`src/include/pcirq_regs.vh`:
```
// Offsets, field positions, reset values and timing counts of the interrupt and power block
`ifndef PCIRQ_REGS_VH
`define PCIRQ_REGS_VH

// Register offsets (byte addresses; power management register in configuration space, the rest in BAR space)
`define PCIRQ_OFF_PIN_POL       8'h04
`define PCIRQ_OFF_LOCAL_CTRL    8'h00
`define PCIRQ_OFF_UART_SRC      8'h18
`define PCIRQ_OFF_GLOBAL        8'h1C
`define PCIRQ_OFF_PM_CSR        8'h44

// Global register fields
`define PCIRQ_G_UART_LO         0
`define PCIRQ_G_SHARED0         4
`define PCIRQ_G_SHARED1         5
`define PCIRQ_G_PIN_LO          6
`define PCIRQ_G_UMASK_LO        16
`define PCIRQ_G_MASK0           20
`define PCIRQ_G_MASK1           21
`define PCIRQ_G_PMASK_LO        22
`define PCIRQ_G_RSVD31          31

// Reset values
`define PCIRQ_RST_UMASK         2'h3
`define PCIRQ_RST_PMASK         9'h1FF
`define PCIRQ_RST_IRQ_PIN       8'h01

// Local control fields
`define PCIRQ_LC_MODE_LO        5
`define PCIRQ_LC_MODE_HI        6

// Power management control/status fields
`define PCIRQ_PM_STATE_LO       0
`define PCIRQ_PM_EN             8
`define PCIRQ_PM_STATUS         15
`define PCIRQ_D0                2'h0
`define PCIRQ_D2                2'h2
`define PCIRQ_D3                2'h3

// Interrupt pin field codes
`define PCIRQ_PIN_NONE          8'h00
`define PCIRQ_PIN_A             8'h01
`define PCIRQ_PIN_B             8'h02

// Filter times in seconds and clock rate
`define PCIRQ_FILT1_S           4
`define PCIRQ_FILT2_S           129
`define PCIRQ_FILT3_S           518
`define PCIRQ_FILT3_EN_S        515
`define PCIRQ_CLK_HZ            100000000

`endif

```
`src/rtl/pcirq_filter.v`:
```
// Idle filter timer for the function-0 power-down request
`timescale 1ns/1ps
`include "pcirq_regs.vh"
module pcirq_filter #(
    parameter [47:0] T1_CYC = 48'd400000000,
    parameter [47:0] T2_CYC = 48'd12900000000,
    parameter [47:0] T3_CYC = 48'd51800000000,
    parameter [47:0] T3E_CYC = 48'd51500000000
) (
    input wire clk_sys_in,
    input wire resetn_in,
    input wire [1:0] mode_in,
    input wire irq_en_in,
    input wire idle_in,
    output reg expired_out
);
    reg [47:0] count_r;
    reg [47:0] limit;

    always @* begin
        case (mode_in)
            2'b01: limit = T1_CYC;
            2'b10: limit = T2_CYC;
            default: limit = irq_en_in ? T3E_CYC : T3_CYC;
        endcase
    end

    always @(posedge clk_sys_in) begin
        if (!resetn_in) begin
            count_r <= 48'h0000_0000_0000;
            expired_out <= 1'b0;
        end else if (!idle_in || mode_in == 2'b00) begin
            count_r <= 48'h0000_0000_0000;
            expired_out <= 1'b0;
        end else if (count_r >= limit - 48'd1) begin
            expired_out <= 1'b1;
        end else begin
            count_r <= count_r + 48'd1;
        end
    end
endmodule // pcirq_filter

```
`src/rtl/pcirq_sync.v`:
```
// Two-stage synchroniser for a bundle of asynchronous pin levels
`timescale 1ns/1ps
module pcirq_sync #(
    parameter WIDTH = 1
) (
    input wire clk_sys_in,
    input wire resetn_in,
    input wire [WIDTH-1:0] async_in,
    output reg [WIDTH-1:0] sync_out
);
    reg [WIDTH-1:0] meta_r;

    always @(posedge clk_sys_in) begin
        if (!resetn_in) begin
            meta_r <= {WIDTH{1'b0}};
            sync_out <= {WIDTH{1'b0}};
        end else begin
            meta_r <= async_in;
            sync_out <= meta_r;
        end
    end
endmodule // pcirq_sync

```
`src/rtl/pcirq_top.v`:
```
// Interrupt aggregation, routing and per-function power management for a dual-function target
`timescale 1ns/1ps
`include "pcirq_regs.vh"
module pcirq_top #(
    parameter [47:0] FILT1_CYC = `PCIRQ_FILT1_S * 48'd100000000,
    parameter [47:0] FILT2_CYC = `PCIRQ_FILT2_S * 48'd100000000,
    parameter [47:0] FILT3_CYC = `PCIRQ_FILT3_S * 48'd100000000,
    parameter [47:0] FILT3E_CYC = `PCIRQ_FILT3_EN_S * 48'd100000000
) (
    input wire clk_sys_in,
    input wire resetn_in,
    // Register access from the target's decoder
    input wire reg_wr_in,
    input wire reg_rd_in,
    input wire [7:0] reg_addr_in,
    input wire [31:0] reg_wdata_in,
    input wire reg_func_in,
    input wire reg_cfg_in,
    output reg [31:0] reg_rdata_out,
    output reg reg_ack_out,
    // EEPROM load of defaults
    input wire ee_load_in,
    input wire [1:0] ee_umask_in,
    input wire [7:0] ee_pin_f0_in,
    input wire [7:0] ee_pin_f1_in,
    // Sources
    input wire [10:0] multi_purpose_pin_in,
    input wire [1:0] uart_irq_in,
    input wire [1:0] uart_idle_in,
    input wire [1:0] uart_wake_in,
    input wire [23:0] uart_source_summary_in,
    input wire par_irq_in,
    input wire dev_mode_in,
    input wire minipci_in,
    input wire clkrun_n_in,
    // Outputs
    output reg inta_n_out,
    output reg intb_n_out,
    output reg intb_oe_out,
    output reg pme_n_out,
    output reg uart_clk_en_out,
    output reg bar_en_f0_out,
    output reg bar_en_f1_out
);
    ////////////////////////////////////////////////////////////////////////
    // Registers
    reg [31:0] global_irq_status_mask_reg;
    reg [31:0] pin_polarity_config_reg;
    reg [31:0] local_control_reg;
    reg [15:0] pm_csr_f0_r;
    reg [15:0] pm_csr_f1_r;
    reg [7:0] irq_pin_f0_r;
    reg [7:0] irq_pin_f1_r;
    reg pd_sticky_r;
    wire [10:0] pin_sync;
    wire [1:0] par_sync_w;
    wire pd_expired;
    wire [10:0] pin_int;
    wire [1:0] mode;
    wire pd_mode;
    wire [1:0] uart_status;
    wire bit4;
    wire bit5;
    wire [31:0] status_word;
    wire f0_low;
    wire f1_low;
    wire src_f0;
    wire src_f1;
    wire wake_f0;
    wire wake_f1;
    wire sel_g;
    wire sel_p0;
    wire sel_p1;
    wire pd_read;
    // Decoded selects, requests and routing
    wire sel_pol;
    wire sel_lc;
    wire sel_us;
    wire bar_ok;
    wire [8:0] pin_req;
    wire uart_req;
    wire pd_req;
    wire f0_on_a;
    wire f0_on_b;
    wire f1_on_a;
    wire f1_on_b;
    wire pull_a;
    wire pull_b;
    genvar g;

    pcirq_sync #(.WIDTH(11)) u_pin_sync (
        .clk_sys_in(clk_sys_in),
        .resetn_in(resetn_in),
        .async_in(multi_purpose_pin_in),
        .sync_out(pin_sync)
    );

    pcirq_sync #(.WIDTH(2)) u_misc_sync (
        .clk_sys_in(clk_sys_in),
        .resetn_in(resetn_in),
        .async_in({par_irq_in, clkrun_n_in}),
        .sync_out(par_sync_w)
    );

    assign mode = local_control_reg[`PCIRQ_LC_MODE_HI:`PCIRQ_LC_MODE_LO];
    assign pd_mode = (mode != 2'b00);

    // Idle means both channels quiet and no interrupt pending
    pcirq_filter #(
        .T1_CYC(FILT1_CYC),
        .T2_CYC(FILT2_CYC),
        .T3_CYC(FILT3_CYC),
        .T3E_CYC(FILT3E_CYC)
    ) u_filter (
        .clk_sys_in(clk_sys_in),
        .resetn_in(resetn_in),
        .mode_in(mode),
        .irq_en_in(global_irq_status_mask_reg[`PCIRQ_G_MASK1]),
        .idle_in(&uart_idle_in & ~|uart_irq_in),
        .expired_out(pd_expired)
    );

    ////////////////////////////////////////////////////////////////////////
    // Status composition
    // Per-pin polarity, then the per-pin mask for pins 2 to 10
    generate
        for (g = 0; g < 11; g = g + 1) begin : g_pin
            assign pin_int[g] = pin_sync[g] ^ pin_polarity_config_reg[g];
            if (g >= 2) begin : g_mask
                assign pin_req[g-2] = pin_int[g]
                    & global_irq_status_mask_reg[`PCIRQ_G_PMASK_LO+g-2];
            end
        end
    endgenerate
    assign uart_status = {~uart_source_summary_in[6], ~uart_source_summary_in[0]};
    assign bit4 = dev_mode_in ? par_sync_w[1] : pin_int[0];
    assign bit5 = pd_mode ? pd_sticky_r : pin_int[1];
    assign status_word = {global_irq_status_mask_reg[31:16], 1'b0, pin_int[10:2],
                          bit5, bit4, 2'b00, uart_status};

    // Register selects
    assign sel_g = (reg_addr_in == `PCIRQ_OFF_GLOBAL);
    assign sel_pol = (reg_addr_in == `PCIRQ_OFF_PIN_POL);
    assign sel_lc = (reg_addr_in == `PCIRQ_OFF_LOCAL_CTRL);
    assign sel_us = (reg_addr_in == `PCIRQ_OFF_UART_SRC);
    assign sel_p0 = reg_cfg_in && !reg_func_in && (reg_addr_in == `PCIRQ_OFF_PM_CSR);
    assign sel_p1 = reg_cfg_in && reg_func_in && (reg_addr_in == `PCIRQ_OFF_PM_CSR);
    // BAR space blocked while the addressed function is asleep
    assign f0_low = pm_csr_f0_r[1];
    assign f1_low = pm_csr_f1_r[1];
    assign bar_ok = !reg_cfg_in && !(reg_func_in ? f1_low : f0_low);
    // A BAR read of the global word in power-down mode clears bit 5 unless the filter is still expired
    assign pd_read = reg_rd_in && bar_ok && sel_g && pd_mode;

    ////////////////////////////////////////////////////////////////////////
    // Source gating
    assign uart_req = |(uart_irq_in & global_irq_status_mask_reg[17:16]);
    // Power-down request reaches the pin only with mask bit 21
    assign pd_req = pd_mode && pd_sticky_r
                    && global_irq_status_mask_reg[`PCIRQ_G_MASK1];
    assign src_f0 = !f0_low && (uart_req || pd_req);
    assign src_f1 = !f1_low && (
        |pin_req
        || (bit4 && global_irq_status_mask_reg[`PCIRQ_G_MASK0])
        || (!pd_mode && pin_int[1] && global_irq_status_mask_reg[`PCIRQ_G_MASK1]));
    // Wake sources only count while the function sleeps
    assign wake_f0 = |uart_wake_in && f0_low;
    assign wake_f1 = pin_int[2] && f1_low && local_control_reg[7];

    ////////////////////////////////////////////////////////////////////////
    // Interrupt pin routing per function; reserved codes drive nothing
    assign f0_on_a = (irq_pin_f0_r == `PCIRQ_PIN_A);
    assign f0_on_b = (irq_pin_f0_r == `PCIRQ_PIN_B);
    assign f1_on_a = (irq_pin_f1_r == `PCIRQ_PIN_A);
    assign f1_on_b = (irq_pin_f1_r == `PCIRQ_PIN_B);
    assign pull_a = (src_f0 && f0_on_a) || (src_f1 && f1_on_a);
    assign pull_b = (src_f0 && f0_on_b) || (src_f1 && f1_on_b);

    ////////////////////////////////////////////////////////////////////////
    // Register writes and sticky bits
    always @(posedge clk_sys_in) begin
        if (!resetn_in) begin
            global_irq_status_mask_reg <= {1'b1, `PCIRQ_RST_PMASK, 1'b1, 1'b1, 2'b00,
                                           `PCIRQ_RST_UMASK, 16'h0000};
            pin_polarity_config_reg <= 32'h0000_0000;
            local_control_reg <= 32'h0000_0000;
            pm_csr_f0_r <= 16'h0000;
            pm_csr_f1_r <= 16'h0000;
            irq_pin_f0_r <= `PCIRQ_RST_IRQ_PIN;
            irq_pin_f1_r <= `PCIRQ_RST_IRQ_PIN;
            pd_sticky_r <= 1'b0;
        end else begin
            if (ee_load_in) begin
                global_irq_status_mask_reg[17:16] <= ee_umask_in;
                irq_pin_f0_r <= ee_pin_f0_in;
                irq_pin_f1_r <= ee_pin_f1_in;
            end else if (reg_wr_in && bar_ok) begin
                if (sel_g)
                    global_irq_status_mask_reg[31:16] <= reg_wdata_in[31:16];
                else if (sel_pol)
                    pin_polarity_config_reg <= reg_wdata_in;
                else if (sel_lc)
                    local_control_reg <= reg_wdata_in;
            end
            // state field only moves on host writes
            if (reg_wr_in && sel_p0) begin
                pm_csr_f0_r[1:0] <= reg_wdata_in[1:0];
                pm_csr_f0_r[`PCIRQ_PM_EN] <= reg_wdata_in[`PCIRQ_PM_EN];
            end
            if (reg_wr_in && sel_p1) begin
                pm_csr_f1_r[1:0] <= reg_wdata_in[1:0];
                pm_csr_f1_r[`PCIRQ_PM_EN] <= reg_wdata_in[`PCIRQ_PM_EN];
            end
            if (wake_f0 && pm_csr_f0_r[`PCIRQ_PM_EN])
                pm_csr_f0_r[`PCIRQ_PM_STATUS] <= 1'b1;
            else if (reg_wr_in && sel_p0 && reg_wdata_in[`PCIRQ_PM_STATUS])
                pm_csr_f0_r[`PCIRQ_PM_STATUS] <= 1'b0;
            if (wake_f1 && pm_csr_f1_r[`PCIRQ_PM_EN])
                pm_csr_f1_r[`PCIRQ_PM_STATUS] <= 1'b1;
            else if (reg_wr_in && sel_p1 && reg_wdata_in[`PCIRQ_PM_STATUS])
                pm_csr_f1_r[`PCIRQ_PM_STATUS] <= 1'b0;
            if (pd_mode && pd_expired)
                pd_sticky_r <= 1'b1;
            else if (pd_read || !pd_mode)
                pd_sticky_r <= 1'b0;
        end
    end

    ////////////////////////////////////////////////////////////////////////
    // Read data, pins and power actions
    always @(posedge clk_sys_in) begin
        if (!resetn_in) begin
            reg_rdata_out <= 32'h0000_0000;
            reg_ack_out <= 1'b0;
            inta_n_out <= 1'b1;
            intb_n_out <= 1'b1;
            intb_oe_out <= 1'b0;
            pme_n_out <= 1'b1;
            uart_clk_en_out <= 1'b1;
            bar_en_f0_out <= 1'b1;
            bar_en_f1_out <= 1'b1;
        end else begin
            reg_ack_out <= reg_rd_in || reg_wr_in;
            reg_rdata_out <= 32'h0000_0000;
            if (reg_rd_in) begin
                if (sel_p0)
                    reg_rdata_out <= {16'h0000, pm_csr_f0_r};
                else if (sel_p1)
                    reg_rdata_out <= {16'h0000, pm_csr_f1_r};
                else if (!bar_ok)
                    reg_rdata_out <= 32'h0000_0000;
                else if (sel_g)
                    reg_rdata_out <= status_word;
                else if (sel_pol)
                    reg_rdata_out <= pin_polarity_config_reg;
                else if (sel_lc)
                    reg_rdata_out <= local_control_reg;
                else if (sel_us)
                    reg_rdata_out <= {8'h00, uart_source_summary_in};
            end
            // open-drain style level, low while any unmasked source of an awake function routed to pin A holds
            inta_n_out <= !pull_a;
            if (minipci_in) begin
                intb_n_out <= par_sync_w[0];
                intb_oe_out <= 1'b0;
            end else begin
                intb_n_out <= !pull_b;
                intb_oe_out <= pull_b;
            end
            pme_n_out <= !((pm_csr_f0_r[`PCIRQ_PM_STATUS] && pm_csr_f0_r[`PCIRQ_PM_EN])
                           || (pm_csr_f1_r[`PCIRQ_PM_STATUS]
                               && pm_csr_f1_r[`PCIRQ_PM_EN]));
            uart_clk_en_out <= !f0_low;
            bar_en_f0_out <= !f0_low;
            bar_en_f1_out <= !f1_low;
        end
    end
endmodule // pcirq_top

```
`config.mk`:
```
export PLATFORM = sky130hd
export DESIGN_NAME = pcirq_top
export DESIGN_NICKNAME = d
export VERILOG_FILES = /design/src/rtl/pcirq_filter.v /design/src/rtl/pcirq_sync.v /design/src/rtl/pcirq_top.v
export VERILOG_INCLUDE_DIRS = /design/src /design/src/include
export SDC_FILE = /design/constraint.sdc
export NUM_CORES = 1
export LEC_CHECK = 0
export BUFFER_PORTS_ARGS = -buffer_cell sky130_fd_sc_hd__buf_2
export CORE_MARGIN = 1.5
export CORE_UTILIZATION = 52
export DETAILED_ROUTE_END_ITERATION = 7
export GPL_TIMING_DRIVEN = 0
export PLACE_DENSITY = 0.79
export SLEW_MARGIN = 30
export SYNTH_ARGS = -nofsm -noshare
export SYNTH_HDL_FRONTEND = slang
export SYNTH_HIERARCHICAL = 1
export SYNTH_SLANG_ARGS = --single-unit
```
`constraint.sdc`:
```
create_clock -name clk_sys_in -period 3.6 [get_ports clk_sys_in]
set_input_delay 0.36 -clock clk_sys_in [delete_from_list [all_inputs] [get_ports clk_sys_in]]
set_output_delay 0.36 -clock clk_sys_in [all_outputs]
set_load 0.01 [all_outputs]
```
### After elaboration in Yosys (flattened, before gate mapping)

Cells that the tools add are included.

| word-level totals | value |
|---|---|
| bits in registers | 219 |
| input bits | 110 |
| output and inout port bits | 40 |
| word-level logic and storage cells | 169 |

| cells by class | value |
|---|---|
| add/subtract/negate cells | 2 |
| $lt $le $gt $ge | 1 |
| equal/unequal tests | 10 |
| muxes and demuxes | 22 |
| bitwise logic cells | 31 |
| reductions and logical operators | 75 |

Operators by type and width:

| kind | count |
|---|---|
| $mux 32 | 3 |
| $pmux 48 s2 | 1 |
| $add 48x1->48 const B | 1 |
| $ge 48x48->1 | 1 |
| $mux 16 | 3 |
| $sub 48x1->48 const B | 1 |
| $mux 35 | 1 |
| $logic_and 1x1->1 | 32 |
| $mux 24 | 1 |
| $eq 8x1->1 const B | 2 |
| $eq 8x2->1 const B | 2 |
| $eq 8x5->1 const B | 2 |
| $reduce_bool 2->1 | 6 |
| $logic_not 1->1 | 11 |
| $xor 1x1->1 | 11 |
| $and 1x1->1 | 10 |
| $mux 1 | 10 |
| $reduce_or 2->1 | 5 |
| $reduce_or 5->1 | 2 |
| $logic_or 1x1->1 | 9 |
| $not 1->1 | 9 |
| $reduce_or 9->1 | 1 |
| $eq 8x3->1 const B | 1 |
| $eq 8x7->1 const B | 1 |
| 11 further kinds | 15 |

### Longest topological paths before layout

| logic depth | value |
|---|---|
| depth in word-level cells | 10 |
| mapped depth | 19 |
| mapped depth without buffers | 15 |

### Cells and area by module

The synthesis kept the hierarchy.

Modules (own cells, without submodules):

| module | times used | cells each | area an instance (µm²) | sequential area each (µm²) |
|---|---|---|---|---|
| pcirq_top | 1 | 704 | 6303.5 | 2882.8 |
| pcirq_filter | 1 | 379 | 3123.0 | 980.9 |
| pcirq_sync (u_pin_sync) | 1 | 46 | 620.6 | 440.4 |
| pcirq_sync (u_misc_sync) | 1 | 8 | 105.1 | 80.1 |

### Worst setup path after synthesis

OpenSTA, ideal clock, no wires.

| timing | value |
|---|---|
| path type | reg2reg |
| start point | reg local_control_reg[5] |
| end point | reg u_filter.count_r[28] |
| setup time | 70 ps |
| arrival time | 3353 ps |
| data required time | 3530 ps |
| slack | 177 ps |
| cell stages (with the launch flop) | 17 |
| buffers on the path | 3 |
| clock period less this slack | 3423 ps |
| cells stage by stage | dfxtp_1 inv_1 ha_1 clkbuf_2 inv_1 or3_1 nor3_1 a21oi_1 ha_1 and4_1 nand2_1 o21ai_0 o21a_1 buf_2 clkbuf_1 or4_1 a21oi_1 |

| on the way | value |
|---|---|
| cells in the longest elaborated chain, start to end | 4 |
| elaborated cells on any way between the ends | 8 |
| those cells by class | add/sub (1); order compare (1); eq/ne (2); mux (1); reduce/logical (3) |

Ends and longest elaborated chain:

| element | RTL line | text |
|---|---|---|
| start: declaration | pcirq_top.v:49 | `reg [31:0] local_control_reg;` |
| start signal: assignment | pcirq_top.v:203 | `local_control_reg <= reg_wdata_in;` |
| $eq 2x2->1 or $eq 2x1->1 (tied branches) | pcirq_filter.v:21 | `case (mode_in)` |
| $pmux 48 s2 | pcirq_filter.v:21 |  |
| $sub 48x1->48 | pcirq_filter.v:35 | `end else if (count_r >= limit - 48'd1) begin` |
| $ge 48x48->1 | pcirq_filter.v:35 |  |
| end signal: assignment | pcirq_filter.v:38 | `count_r <= count_r + 48'd1;` |
| end: declaration | pcirq_filter.v:17 | `reg [47:0] count_r;` |

Several ways; a longest one is shown, not always the timed one.
A chain may end at the register's enable or synchronous reset.

### Worst setup path in the final report

| timing | value |
|---|---|
| start point | reg local_control_reg[5] |
| end point | reg u_filter.count_r[29] |

Same word-level chain as after synthesis.

==> metrics.yaml <==
via_per_inst: 5.98
period_minus_slack_ns: 3.46
powerDensity_nw_per_um2: 433
syn_nets: 1281
hold_viol: 0
hold_path.class: "in -> reg"
critPathCaptureType: "flip-flop"
wl_met3_um: 2740
die_x_um: 143
postSynthCellCount: 1137
cts_tree: "done"
cts_buffers: 23
cap_viol_max_count: 0
fin_util: 0.644
r2r-end: "u_filter/count_r[29]"
hold_buffers: 0
relSlewSlack: 0.336
coreArea_sq_um: 19000
post-place-ws_ns: -0.488
grt_pass1_wl_um: 46100
avgSynthCellArea_sq_um: 8.93
whs_path_depth: 2
grt_max_degree: 14
hold_path_end: "u_misc_sync/meta_r[1]"
yosysUniqueCellTypes: 64
worstPathMaxFanout: 10
yosys_register_bits: 219
routabilityCongestion: 0.926
fillCellCount: 1552
seq_area_frac_synth: 0.432
reg2regPathDepth: 16
postRouteAntennaNets: 0
cp.required_ns: 4.04
fin_crit_sh: 0.962
dieHeight_um: 143
grt-ovfl-total: 0
largest_register: "u_filter/count_r"
vias: 9490
die_area_sq_um: 20400
top_layer: "met4"
max_freq_mhz: 289
synth_top_area_frac: 0.432
final_layout_size_suffix_gt1_frac: 0.225
ys.flop_type: "dfxtp_1"
synthArstFlopShare: 0
synth_edf_count: 0
wl_per_cell_um: 19.0
start_kind: "flip-flop"
grt_usage: 0.289
slew_violations: 0
port_buffers: 148
worstPathArrival_ns: 3.91
clock-root-buffer: "clkbuf_16"
antenna_found_initial: 1
rows: 50
yosys_warnings: 6
path_clk_slew_ns: 0.06
synth_largest_area_cell: "dfxtp_1"
ios: 150
crit_type: "reg -> reg"
fin_ws_ns: 0.138
ys_top_cells_by_area: "dfxtp_1, nand2_1, ha_1"
nets: 1455
min-delay-start: "par_irq_in"
clock_skew_ns: 0.0174
post-dp-hpwl_um: 21900
syn_area_sq_um: 10200
wl_met1_um: 12600
peakVddDrop_mv: 0.399
largest_reg_flops: 48
synthToLayoutAreaGrowth_pct: 20.2
htree_levels: 1
status: "completed"
r2r_start: "local_control_reg[5]"
clk_path_buf_depth: 3
p_leak_nw: 4.73
synthTopCellsByCount: "dfxtp_1, nand2_1, a21oi_1"
grt_pass1_vias: 8779
worstMarginPinSlew_ns: 0.988
drt_wl_total_um: 30100
final-seq-area_sq_um: 4390
drt_drc_violations_left: 0
reg2reg_setup_slack_ns: 0.14
wl_met2_um: 13300
first_pass_iters: 6
cts.sinks: 219
multiInputGateArea_sq_um: 5470
setup_violations: 0
insertion_delay_ns: 0.52
drt-initial-drc-count: 1259
start_util: 0.536
yosysMostFrequentCell: "dfxtp_1"
## critical path, stage by stage (launching register included)
cell	delay, ns
dfxtp_4	0.38
inv_2	0.07
ha_4	0.37
inv_2	0.08
or3_4	0.41
nor3_2	0.12
a21oi_1	0.06
ha_1	0.29
a21oi_1	0.13
o21ai_0	0.11
nand2_1	0.07
o21ai_0	0.08
o21a_1	0.19
buf_4	0.18
clkbuf_8	0.17
or4_1	0.52
a21oi_1	0.15
## what timing repair did
item                       4_1_cts  5_1_grt
setup endpoints to repair       38       38
pin swaps                        1        5
resized for setup               24       22
setup buffers                    0        2
## routing by layer
| metal | up-vias | GRT usage |
|---|---|---|
| li1 | 4424 | - |
| met1 | 4465 | 0.388 |
| met2 | 501 | 0.452 |
| met3 | 100 | 0.0493 |
| met4 | 0 | 0.141 |
| met5 | - | 0 |
## worst max-delay path by stage
| stage | start | end | slack, ns |
|---|---|---|---|
| after floorplan | local_control_reg[5] | u_filter/count_r[28] | 0.18 |
| after global placement | local_control_reg[5] | u_filter/count_r[36] | -0.44 |
| after detailed placement | local_control_reg[5] | u_filter/count_r[36] | -0.49 |
| after CTS | local_control_reg[6] | u_filter/count_r[26] | 0.01 |
| after global routing | local_control_reg[5] | u_filter/count_r[21] | -0.01 |
| final | local_control_reg[5] | u_filter/count_r[29] | 0.14 |
## area by class of cell
class                   instances  area share
clock buffers                  32      0.0524
repair buffers                150      0.0619
multi-input cells             825       0.448
flip-flops and latches        219       0.360
diodes                          1    0.000205
plain buffers                  76      0.0320
well taps                     260      0.0267
inverters                      16     0.00492
clock inverters                 9      0.0142
## power breakdown
part	switching [W]	internal (W)	leakage [nW]
Clock	0.000963	0.00160	0.399
Combinational	0.000151	0.000116	2.56
Sequential	0.0000134	0.00245	1.78
Total	0.00113	0.00416	4.73
## kinds of logic (layout without fill, tap and decap cells)
group                      after synthesis  count (layout)  share of synthesized area
buffers and inverters                   93             283                     0.0426
AOI/OAI and AO/OA                      264             264                      0.192
and+or+nand+nor                        470             470                      0.238
other                                    2               3                   0.000740
adders and majority gates               34              34                     0.0419
muxes                                   42              42                     0.0424
DFF                                    219             219                      0.432
xor gates and xnor gates                13              13                     0.0112
## through the flow
| step | hold slack [ns] | setup TNS, ns | instance area (sq um) | power (W) | std cells |
|---|---|---|---|---|---|
| 2_1_floorplan | 0.390 | 0 | 10200 | 0.00264 | 1137 |
| 3_3_place_gp | 0.413 | -12.22 | 11200 | 0.00277 | 1545 |
| 3_5_place_dp | 0.423 | -14.46 | 11200 | 0.00278 | 1545 |
| 4_1_cts | 0.0323 | 0 | 12100 | 0.00531 | 1586 |
| 5_1_grt | 0.0553 | -0.0262 | 12200 | 0.00543 | 1588 |
| 6_report | 0.0399 | 0 | 12200 | 0.00529 | 1588 |
## layout by cell type, fill, tap and decap left out, types with 6 or more instances in the layout
cell       Yosys  routed
a21boi_0       8       8
clkbuf_16      0      23
and2_1        24      24
buf_1          6       6
or3_1          8       7
xor2_1        10      10
o2bb2ai_1      7       7
ha_1          34      33
nor2b_1       23      23
or4_1         40      35
and3_1         8       8
o21ai_0       19      17
nor2_1        52      51
and2_2        17      17
inv_1         15      10
buf_6          9       9
and4_1         6       6
nor3_1        12      11
buf_2          9     156
a21oi_1       65      56
a22oi_1       15      15
a222oi_1      10      10
dfxtp_1      219     217
a21boi_1      30      30
a21boi_2      30      30
a21oi_2        0       8
nand3_1       35      35
a22o_1        10      10
nand2_1      200     199
clkbuf_1      51      55
o31ai_1       36      34
mux2i_1       37      37
nand4_1       19      19
Note: power is estimated with default switching activity, not from simulation.
